$ cat src/flash_options_defs.vh
`ifndef FLASH_OPTIONS_DEFS_VH
`define FLASH_OPTIONS_DEFS_VH

// ****************************************
// Register layout
// ****************************************
`define OPT_WIDTH 16
`define OPT_BOOT_FLASH_BIT 13
`define OPT_ERASE_CRC_BIT 10
`define OPT_CHECKSUM_HI 9
`define OPT_CHECKSUM_LO 8
`define OPT_PROT_UNLOCK_BIT 5
`define OPT_WPROT_N_BIT 4
`define OPT_SEC_UNLOCK_BIT 2
`define OPT_SEC_CODE_HI 1
`define OPT_SEC_CODE_LO 0

// ****************************************
// Field encodings
// ****************************************
`define SEC_CODE_SECURE 2'h2
`define CHK_NONE_A 2'h0
`define CHK_POR_ONLY 2'h1
`define CHK_ANY_RESET 2'h2
`define CHK_NONE_B 2'h3

// ****************************************
// Reset values
// ****************************************
`define UPPER_POR_VALUE 8'h00
`define LOWER_RESET_VALUE 8'h02
`define READ_IDLE_VALUE 16'h0000

`endif

$ cat src/flash_options_access_gate.v
`timescale 1ns/1ps

// ****************************************
// Privilege check for register accesses
// ****************************************
module flash_options_access_gate (
  input wire busSel,
  input wire busWrite,
  input wire supervisorMode,
  input wire romExec,
  output reg writeTake,
  output reg readTake,
  output reg accessFault
);

  // Reads need supervisor; writes need supervisor code running from ROM
  always @* begin
    writeTake = busSel & busWrite & supervisorMode & romExec;
    readTake = busSel & ~busWrite & supervisorMode;
    accessFault = busSel & ((busWrite & ~(supervisorMode & romExec)) |
                  (~busWrite & ~supervisorMode));
  end

endmodule // flash_options_access_gate

$ cat src/flash_boot_security_options.v
`timescale 1ns/1ps
`include "flash_options_defs.vh"

// Contract
// - Low byte reloaded from option byte each reset
// - Register accessible only in supervisor mode
// - Upper byte cleared only by power-on reset
// - Bit 13 is read/write boot-from-flash flag
// - Checksum field 01 POR, 10 any reset
// - Checksum field software writable, POR-cleared
// - Protect bit writable only when unlock set
// - Protect bit low inhibits program and erase
// - Security code writable only when unlock set
// - Only code 10 means device secure
// - Secure device denies unsecure-source flash access
// - Security code reloaded each reset from flash
// - Security code forced secure during reset
// - Illegal direct access raises access error
// - Power-on reset zeroes whole upper byte
module flash_boot_security_options (
  input wire sys_clk,
  input wire rst_n,
  input wire porRst_n,
  input wire [7:0] nonvolatileOptionByte,
  input wire busSel,
  input wire busWrite,
  input wire [15:0] busWrData,
  input wire supervisorMode,
  input wire romExec,
  input wire flashReqValid,
  input wire flashReqSecureSource,
  output reg [15:0] busRdData_q,
  output reg busRdValid_q,
  output reg accessError_q,
  output reg bootFromFlashFlag_q,
  output reg eraseOnCrcFailN_q,
  output reg [1:0] bootChecksumPolicy_q,
  output reg checksumOnPor_q,
  output reg checksumOnAnyReset_q,
  output reg protectUnlock_q,
  output reg writeProtectN_q,
  output reg programEraseInhibit_q,
  output reg securityUnlock_q,
  output reg [1:0] securityCode_q,
  output reg deviceSecure_q,
  output reg flashAccessDeny_q
);

  // ****************************************
  // Loader states
  // ****************************************
  localparam [1:0] ST_LOAD = 2'b01;
  localparam [1:0] ST_RUN = 2'b10;

  reg [1:0] state_q;
  reg [1:0] state_d;
  wire writeTake;
  wire readTake;
  wire accessFault;
  wire [15:0] regImage;
  reg [7:0] lowerNext;

  // ****************************************
  // Privilege gate
  // ****************************************
  flash_options_access_gate uGate (
    .busSel(busSel),
    .busWrite(busWrite),
    .supervisorMode(supervisorMode),
    .romExec(romExec),
    .writeTake(writeTake),
    .readTake(readTake),
    .accessFault(accessFault)
  );

  // Current register as seen by software, reserved bits zero
  assign regImage = {2'h0, bootFromFlashFlag_q, 2'h0, eraseOnCrcFailN_q,
                     bootChecksumPolicy_q, 2'h0, protectUnlock_q, writeProtectN_q,
                     1'h0, securityUnlock_q, securityCode_q};

  // ****************************************
  // Reload sequencer
  // ****************************************
  // One load cycle after every reset release, then run
  always @* begin
    state_d = state_q;
    case (state_q)
      ST_LOAD: begin
        state_d = ST_RUN;
      end
      ST_RUN: begin
        state_d = ST_RUN;
      end
      default: begin
        state_d = ST_LOAD;
      end
    endcase
  end

  // State register
  always @(posedge sys_clk or negedge rst_n) begin
    if (!rst_n) begin
      state_q <= ST_LOAD;
    end else begin
      state_q <= state_d;
    end
  end

  // ****************************************
  // Lower byte next value
  // ****************************************
  // Reload wins; writes honour unlock bits as they stood before the write
  always @* begin
    lowerNext = {2'h0, protectUnlock_q, writeProtectN_q, 1'h0, securityUnlock_q,
                 securityCode_q};
    if (state_q == ST_LOAD) begin
      lowerNext = {2'h0, nonvolatileOptionByte[5:4], 1'h0,
                   nonvolatileOptionByte[2:0]};
    end else if (writeTake) begin
      lowerNext[5] = busWrData[`OPT_PROT_UNLOCK_BIT];
      lowerNext[2] = busWrData[`OPT_SEC_UNLOCK_BIT];
      if (protectUnlock_q) begin
        lowerNext[4] = busWrData[`OPT_WPROT_N_BIT];
      end
      if (securityUnlock_q) begin
        lowerNext[1:0] = busWrData[`OPT_SEC_CODE_HI:`OPT_SEC_CODE_LO];
      end
    end
  end

  // ****************************************
  // Lower byte, every reset
  // ****************************************
  // Security code sits at secure while reset is held
  always @(posedge sys_clk or negedge rst_n) begin
    if (!rst_n) begin
      protectUnlock_q <= 1'b0;
      writeProtectN_q <= 1'b0;
      securityUnlock_q <= 1'b0;
      securityCode_q <= `SEC_CODE_SECURE;
    end else begin
      protectUnlock_q <= lowerNext[5];
      writeProtectN_q <= lowerNext[4];
      securityUnlock_q <= lowerNext[2];
      securityCode_q <= lowerNext[1:0];
    end
  end

  // ****************************************
  // Upper byte, power-on reset only
  // ****************************************
  // Plain read/write fields, seeded later by boot code
  always @(posedge sys_clk or negedge porRst_n) begin
    if (!porRst_n) begin
      bootFromFlashFlag_q <= 1'b0;
      eraseOnCrcFailN_q <= 1'b0;
      bootChecksumPolicy_q <= 2'h0;
    end else if (writeTake && state_q == ST_RUN) begin
      bootFromFlashFlag_q <= busWrData[`OPT_BOOT_FLASH_BIT];
      eraseOnCrcFailN_q <= busWrData[`OPT_ERASE_CRC_BIT];
      bootChecksumPolicy_q <= busWrData[`OPT_CHECKSUM_HI:`OPT_CHECKSUM_LO];
    end
  end

  // ****************************************
  // Decoded status
  // ****************************************
  // Checksum policy, protection and security decodes
  always @(posedge sys_clk or negedge rst_n) begin
    if (!rst_n) begin
      checksumOnPor_q <= 1'b0;
      checksumOnAnyReset_q <= 1'b0;
      programEraseInhibit_q <= 1'b1;
      deviceSecure_q <= 1'b1;
    end else begin
      checksumOnPor_q <= (bootChecksumPolicy_q == `CHK_POR_ONLY) ||
                         (bootChecksumPolicy_q == `CHK_ANY_RESET);
      checksumOnAnyReset_q <= (bootChecksumPolicy_q == `CHK_ANY_RESET);
      programEraseInhibit_q <= ~writeProtectN_q;
      deviceSecure_q <= (securityCode_q == `SEC_CODE_SECURE);
    end
  end

  // ****************************************
  // Flash access screening
  // ****************************************
  // Deny pulse for unsecure requesters while secure
  always @(posedge sys_clk or negedge rst_n) begin
    if (!rst_n) begin
      flashAccessDeny_q <= 1'b0;
    end else begin
      flashAccessDeny_q <= flashReqValid & ~flashReqSecureSource &
                           (securityCode_q == `SEC_CODE_SECURE);
    end
  end

  // ****************************************
  // Bus answer
  // ****************************************
  // Read data and access error, one cycle after the request
  always @(posedge sys_clk or negedge rst_n) begin
    if (!rst_n) begin
      busRdData_q <= `READ_IDLE_VALUE;
      busRdValid_q <= 1'b0;
      accessError_q <= 1'b0;
    end else begin
      busRdValid_q <= readTake;
      accessError_q <= accessFault;
      if (readTake) begin
        busRdData_q <= regImage;
      end else begin
        busRdData_q <= `READ_IDLE_VALUE;
      end
    end
  end

endmodule // flash_boot_security_options

$ cat config.mk
export PLATFORM = sky130hd
export DESIGN_NAME = flash_boot_security_options
export DESIGN_NICKNAME = d
export VERILOG_FILES = /design/src/flash_options_access_gate.v /design/src/flash_boot_security_options.v
export VERILOG_INCLUDE_DIRS = /design/src /design/src/src
export SDC_FILE = /design/constraint.sdc
export NUM_CORES = 1
export LEC_CHECK = 0
export ABC_AREA = 1
export BUFFER_PORTS_ARGS = -buffer_cell sky130_fd_sc_hd__clkbuf_2
export CAP_MARGIN = 20
export CORE_UTILIZATION = 46
export DETAILED_ROUTE_END_ITERATION = 8
export GPL_TIMING_DRIVEN = 0
export PLACE_DENSITY_LB_ADDON = 0.25
export SLEW_MARGIN = 20
export SYNTH_ARGS = -nofsm -noshare
export SYNTH_HDL_FRONTEND = slang
export SYNTH_HIERARCHICAL = 1
export SYNTH_SLANG_ARGS = --single-unit
$ cat constraint.sdc
create_clock -name sys_clk -period 3.6 [get_ports sys_clk]
set_clock_uncertainty 0.05 [all_clocks]
set_input_delay 0.18 -clock sys_clk [delete_from_list [all_inputs] [get_ports sys_clk]]
set_output_delay 0.18 -clock sys_clk [all_outputs]
set_load 0.1 [all_outputs]
==> reports/qor.csv, run 1 <==
metric,value,unit
GRT overflow,0,
CP top delay family,flip-flops,
TritonCTS clock tree,built,
Hold Path Depth,3,
CP max stage delay,580,ps
post-synth top area share,0.511,
Ports,65,
Critical R2R Capture,flashAccessDeny_q,
Nets,220,
# setup viols final,0,
Leak,0.955,nW
DRC errors left,0,
"Setup Fix Bufs, Post-CTS",0,
Final Cycle Share,0.438,
Switching Power,507,µW
final antenna-violating net count,0,
Fillers,198,
Total Routing Usage GR,0.167,
Post-Syn Area,1130,µm²
"Design Area, Final",1490,µm²
Worst setup SP type,register,
CP max-delay cell,dfstp_2,
Die X,51.5,µm
"Seq/Total Area, Yosys",0.604,
Clock Sinks,27,
Fin. Hold Viols,0,
RR Startpoint,securityCode_q[1],
row cnt,17,
first-pass GRT wire length,3310,µm
"Cell Area, Placed",1420,µm²
Reg2Reg Setup Slack,2140,ps
Critical Path AT,1350,ps
final number of max-transition violations,0,
Worst Path Buf+Inv,1,
WS Path Type,reg2out,
Layout area overhead,31.9,%
CORE AREA,2250,µm²
Clock Tree Buf Depth,2,
TritonCTS Buffers,3,
RSZ-0062 raised after global routing,false,
synth top area cells,"dfrtp_1, nand2_1, dfstp_2, inv_1, buf_4",
FF-to-FF path depth,5,
Post-Route WL,2010,µm
"CTS clk-pin slew, worst paths",130,ps
Sequential Power Share,0.392,
status,"finished, final reports clean",
Synth Area per Inst,9.23,µm²
setup TNS,0,ps
Antenna Cells,0,
Port-buffer cells,47,
FMAX,635,MHz
post-synth top area cell,dfrtp_1,
Vias/cell,4.35,
Yosys reg bits,27,
Yosys warnings,6,
Max H-tree Level,1,
Worst setup EP type,output pin,
pin count of the biggest net entering global routing,24,
CP Cell Sequence,clkbuf_2,
Initial Util,0.499,
1st-pass router iterations,4,
vias in the first global route,838,
half-perimeter wire length after placement,1610,µm
MaxCap Viol Count,0,
worst-path fanout max,4,
root buffer cell,clkbuf_4,
worst hold endpoint,securityUnlock_q,
DIE HEIGHT,51.5,µm
worst skew pair latency,310,ps
CTS resizes,0,
PwrDens,651,nW/µm²
Int Power,459,µW
Clk pwr share,0.128,
Worst Path Required,3370,ps
Worst slew margin,0.635,
Final Critical Period,1580,ps
via count,918,
DIE AREA,2650,µm²
synthesized instance count,122,
WL/cell,9.51,µm
sw frac,0.525,
initial antenna violation count,0,
Logic pwr share,0.480,
worst min path class,in2reg,
gpl congestion,0.746,
VDD IR max,0.360,mV
Synth cell types,16,
layout cells sized above 1,0.377,
HP Start,nonvolatileOptionByte[2],
Least-Margin Pin Slew,550,ps
drt initial violations,9,
==> kinds of logic after synthesis <==
group,share of synthesized area
flops,0.604
buf+inv,0.131
fa+ha+maj,0.0333
other cells,0.00333
simple gates,0.223
compound gates,0.00444
==> cells in the final DEF (no fill, tap or decap) <==
master         netlist  final
nand3_1             10     10
inv_1               19     19
dlygate4sd3_1        0      4
nand2_2              2      2
dfstp_2              4      4
ha_1                 3      3
buf_2                1      1
nor2_2               1      1
dfrtp_1             23     23
nor2_1               4      4
nand2_1             42     42
clkbuf_4             0      3
conb_1               1      7
nor3_2               1      1
a21oi_1              1      1
buf_4                7      7
clkbuf_1             0      1
inv_2                2      2
clkbuf_2             0     47
buf_6                1      1
==> synthesized netlist by cell type <==
master and instances:
nor2_1 4, dfrtp_1 23, inv_1 19, a21oi_1 1, inv_2 2, ha_1 3, buf_6 1, nand3_1 10
dfstp_2 4, buf_4 7, nand2_2 2, nor2_2 1, buf_2 1, nor3_2 1, conb_1 1, nand2_1 42
==> state kept, by name (all words and copies together) (netlist names), 2 cells and up <==
signal	flops
busRdData_q	9
bootChecksumPolicy_q	2
securityCode_q	2
state_q	2
==> power by group through the flow <==
stage	Sequential (mW)	Combinational, mW	Clock, mW
2_1_floorplan	0.697	0.0786	0
3_3_place_gp	0.384	0.457	0
3_5_place_dp	0.385	0.462	0
4_1_cts	0.379	0.466	0.128
5_1_grt	0.385	0.483	0.140
6_report	0.379	0.464	0.124
==> per-stage QoR <==
stage	power, mW	setup WS, ps	cells	hold WS (ps)	util
floorplan	0.775	2050	128	-166	-
global placement	0.841	2290	203	-63.6	0.629
detailed placement	0.847	2270	203	-58.6	0.629
CTS	0.974	2020	211	21.6	0.659
global route	1.01	1980	211	25.6	0.659
finish	0.966	2020	211	23.8	0.659
==> layer usage <==
| layer | track usage | vias to the layer above | wire, µm |
|---|---|---|---|
| met3 | 0.0238 | 2 | 120 |
| li1 | - | 468 | - |
| met5 | 0 | - | 0 |
| met4 | 0.0631 | 0 | 19 |
| met2 | 0.303 | 37 | 1060 |
| met1 | 0.195 | 411 | 806 |
==> how the worst max path moves through the flow <==
stage	cells past startpoint	to	slack, ps	start
5_1_grt	1	securityCode_q[1]	1980	securityCode_q[1]
2_1_floorplan	3	checksumOnPor_q	2050	bootChecksumPolicy_q[0]
3_5_place_dp	6	writeProtectN_q	2270	state_q[0]
3_3_place_gp	6	writeProtectN_q	2290	state_q[0]
6_report	1	securityCode_q[1]	2020	securityCode_q[1]
4_1_cts	1	securityCode_q[1]	2020	securityCode_q[1]
==> final cells by class <==
class	instances	area (µm²)	share of cell area
Timing Repair Buffer	51	275	0.185
Tap cell	28	35.0	0.0236
Multi-Input combinational cell	71	320	0.216
Inverter	21	78.8	0.0531
Sequential cell	27	681	0.458
Clock buffer	4	26.3	0.0177
Buffer	9	68.8	0.0463
==> timing repair <==
action                     4_1_cts  5_1_grt
hold endpoints to repair        24        0
hold buffers                     4        0
setup endpoints to repair        0        0
Note: power is estimated with default switching activity, not from simulation.
==> run 2, diff against run 1 <==
--- a/config.mk
+++ b/config.mk
@@ -9,7 +9,8 @@
 export ABC_AREA = 1
 export BUFFER_PORTS_ARGS = -buffer_cell sky130_fd_sc_hd__clkbuf_2
 export CAP_MARGIN = 20
-export CORE_UTILIZATION = 46
+export CORE_ASPECT_RATIO = 0.5
+export CORE_UTILIZATION = 38
 export DETAILED_ROUTE_END_ITERATION = 8
 export GPL_TIMING_DRIVEN = 0
 export PLACE_DENSITY_LB_ADDON = 0.25
==> constraint.sdc (replaced) <==
create_clock -name sys_clk -period 1.4 [get_ports sys_clk]
set_clock_uncertainty 0.05 [all_clocks]
set_input_delay 0.07 -clock sys_clk [delete_from_list [all_inputs] [get_ports sys_clk]]
set_output_delay 0.07 -clock sys_clk [all_outputs]
set_load 0.1 [all_outputs]
==> run 2 against run 1 <==
  * Design area grew 11%
  * First-iteration DRC count grew to 5.9 times the previous value
  * Sequential share of layout area shrank 4.1 points
  * Global-route usage shrank 2.8 points
  * Register-to-register slack lost 2000 ps
  * Hold slack lost 12 ps
  * Critical path type unchanged
  * Sequential cell count is the same
  * Via count shrank 1.2%
  * Total power grew to 2.7 times the previous value
==> reports/qor.csv, run 2 (synthesized netlist as in run 1, its figures left out) <==
metric,value,unit,change
1st-pass router iterations,4,,unchanged
Hold Path Depth,4,,was 3
Final Critical Period,1350,ps,
WL/cell,8.83,µm,was 9.51 µm
worst-path fanout max,1,,was 4
"most common cell after layout, fill and taps aside",clkbuf_2,,unchanged
Ports,65,,unchanged
layout cells sized above 1,0.392,,was 0.377
Worst Path Required,1280,ps,was 3370 ps
"CTS clk-pin slew, worst paths",90,ps,was 130 ps
HP Start,romExec,,was nonvolatileOptionByte[2]
TritonCTS Buffers,3,,unchanged
Antenna Cells,0,,unchanged
"Most flops, register",busRdData_q,,unchanged
via count,907,,was 918
first-pass GRT wire length,3150,µm,was 3310 µm
Worst setup EP type,output pin,,unchanged
post-layout power,2.63,mW,was 966 µW
Critical Path AT,1230,ps,was 1350 ps
DIE AREA,3200,µm²,was 2650 µm²
VDD IR max,0.739,mV,was 0.360 mV
Least-Margin Pin Slew,547,ps,was 550 ps
Die X,79.0,µm,was 51.5 µm
FMAX,739,MHz,
RR Startpoint,state_q[0],,was securityCode_q[1]
MaxCap Viol Count,0,,unchanged
Worst setup SP type,register,,unchanged
final number of max-transition violations,0,,unchanged
gpl congestion,0.656,,was 0.746
CP max-delay cell,dfstp_2,,unchanged
worst min path class,in2reg,,unchanged
worst skew pair latency,270,ps,was 310 ps
# setup viols final,0,,unchanged
max FFs per register,9,,unchanged
CP top delay family,flip-flops,,unchanged
"Setup Fix Bufs, Post-CTS",0,,unchanged
worst hold endpoint,accessError_q,,was securityUnlock_q
GRT overflow,0,,unchanged
Fin. Hold Viols,0,,unchanged
root buffer cell,clkbuf_8,,was clkbuf_4
RSZ-0062 raised after global routing,false,,unchanged
Max H-tree Level,1,,unchanged
Final Cycle Share,0.967,,
WS Path Type,reg2out,,unchanged
row cnt,13,,was 17
drt initial violations,53,,was 9
Port-buffer cells,47,,unchanged
Clock Tree Buf Depth,2,,unchanged
Post-Route WL,2040,µm,was 2010 µm
setup TNS,0,ps,unchanged
TritonCTS clock tree,built,,unchanged
Worst Path Buf+Inv,1,,unchanged
PwrDens,1600,nW/µm²,was 651 nW/µm²
DRC errors left,0,,unchanged
half-perimeter wire length after placement,1550,µm,was 1610 µm
CORE AREA,2700,µm²,was 2250 µm²
Vias/cell,3.93,,was 4.35
CP Cell Sequence,clkbuf_2,,unchanged
DIE HEIGHT,40.5,µm,was 51.5 µm
Non-Filler Instances,231,,was 211
Total Routing Usage GR,0.139,,was 0.167
most frequent cells in the layout,"clkbuf_2, nand2_1, inv_1, dfrtp_1, dlygate4sd3_1",,"was clkbuf_2, nand2_1, dfrtp_1"
Worst slew margin,0.637,,was 0.635
CP max stage delay,520,ps,was 580 ps
vias in the first global route,732,,was 838
final antenna-violating net count,0,,unchanged
Leak,1.00,nW,was 0.955 nW
Layout area overhead,45.8,%,was 31.9%
Critical R2R Capture,securityCode_q[0],,was flashAccessDeny_q
FF-to-FF path depth,6,,was 5
Fillers,229,,was 198
pin count of the biggest net entering global routing,24,,unchanged
Reg2Reg Setup Slack,120,ps,was 2140 ps
Nets,231,,was 220
Clock Sinks,27,,unchanged
Initial Util,0.417,,was 0.499
placed cells,212,,was 203
status,"finished, final reports clean",,unchanged
initial antenna violation count,0,,unchanged
-- run 2: cell count changes in the layout (fill, tap and decap cells not counted) --
cell,delta
buf_2,+1
clkbuf_1,-1
clkbuf_2,-2
clkbuf_4,-2
clkbuf_8,+3
clkinvlp_4,+1
dfrtp_1,-4
dfrtp_2,+4
dlygate4sd3_1,+11
ha_1,-1
ha_2,+1
nand2_1,-1
nand2_2,+1
-- run 2: per-layer routing --
layer,vias up,track usage,wire length [µm]
met5,-,0,0
met4,0,0.0409,15
met3,2,0.0568,166
met2,32,0.252,986
met1,382,0.158,871
li1,491,-,-
-- run 2: where the power goes --
| part | leakage [nW] | switching [mW] | internal, mW |
|---|---|---|---|
| logic | 0.645 | 1.03 | 0.187 |
| clock network | 0.0217 | 0.227 | 0.201 |
| registers | 0.332 | 0.0713 | 0.910 |
-- run 2: area by class of cell --
class	instances	area, µm²	area share
Buffer	9	68.8	0.0419
Sequential cell	27	686	0.418
Clock buffer	3	41.3	0.0252
Tap cell	37	46.3	0.0282
Timing Repair Buffer	62	388	0.236
Inverter	21	78.8	0.0480
Clock inverter	1	7.51	0.00457
Multi-Input combinational cell	71	325	0.198
-- run 2: worst max path at each step --
| stage | slack, ps | depth (start not counted) | end | from |
|---|---|---|---|---|
| after floorplan | 20 | 5 | flashAccessDeny_q | securityCode_q[0] |
| after global routing | 10 | 1 | deviceSecure_q | deviceSecure_q |
| after global placement | 60 | 6 | writeProtectN_q | state_q[0] |
| after detailed placement | 30 | 6 | securityCode_q[0] | state_q[0] |
| after CTS | 20 | 6 | securityCode_q[0] | state_q[0] |
| final | 50 | 1 | deviceSecure_q | deviceSecure_q |
-- run 2: worst register-to-register path, stage by stage, from the launching register on --
cell	delay, ps
dfstp_2	540
ha_2	260
inv_2	120
nand2_1	80
nand2_1	50
nand2_1	50
nand2_1	40
-- run 2: metrics by stage --
| stage | hold WS, ps | area, µm² | utilization | setup slack (ps) |
|---|---|---|---|---|
| finish | 12.2 | 1640 | 0.608 | 46.6 |
| global route | 32.2 | 1640 | 0.608 | 10.0 |
| CTS | 5.80 | 1640 | 0.606 | 20.3 |
| detailed placement | -166 | 1440 | 0.532 | 32.9 |
| global placement | -170 | 1440 | 0.532 | 62.3 |
| floorplan | -276 | 1150 | - | 18.4 |
-- run 2: repair_timing --
item	4_1_cts	5_1_grt
resized for setup	1	3
hold endpoints to repair	32	0
hold buffers	15	0
setup endpoints to repair	1	7
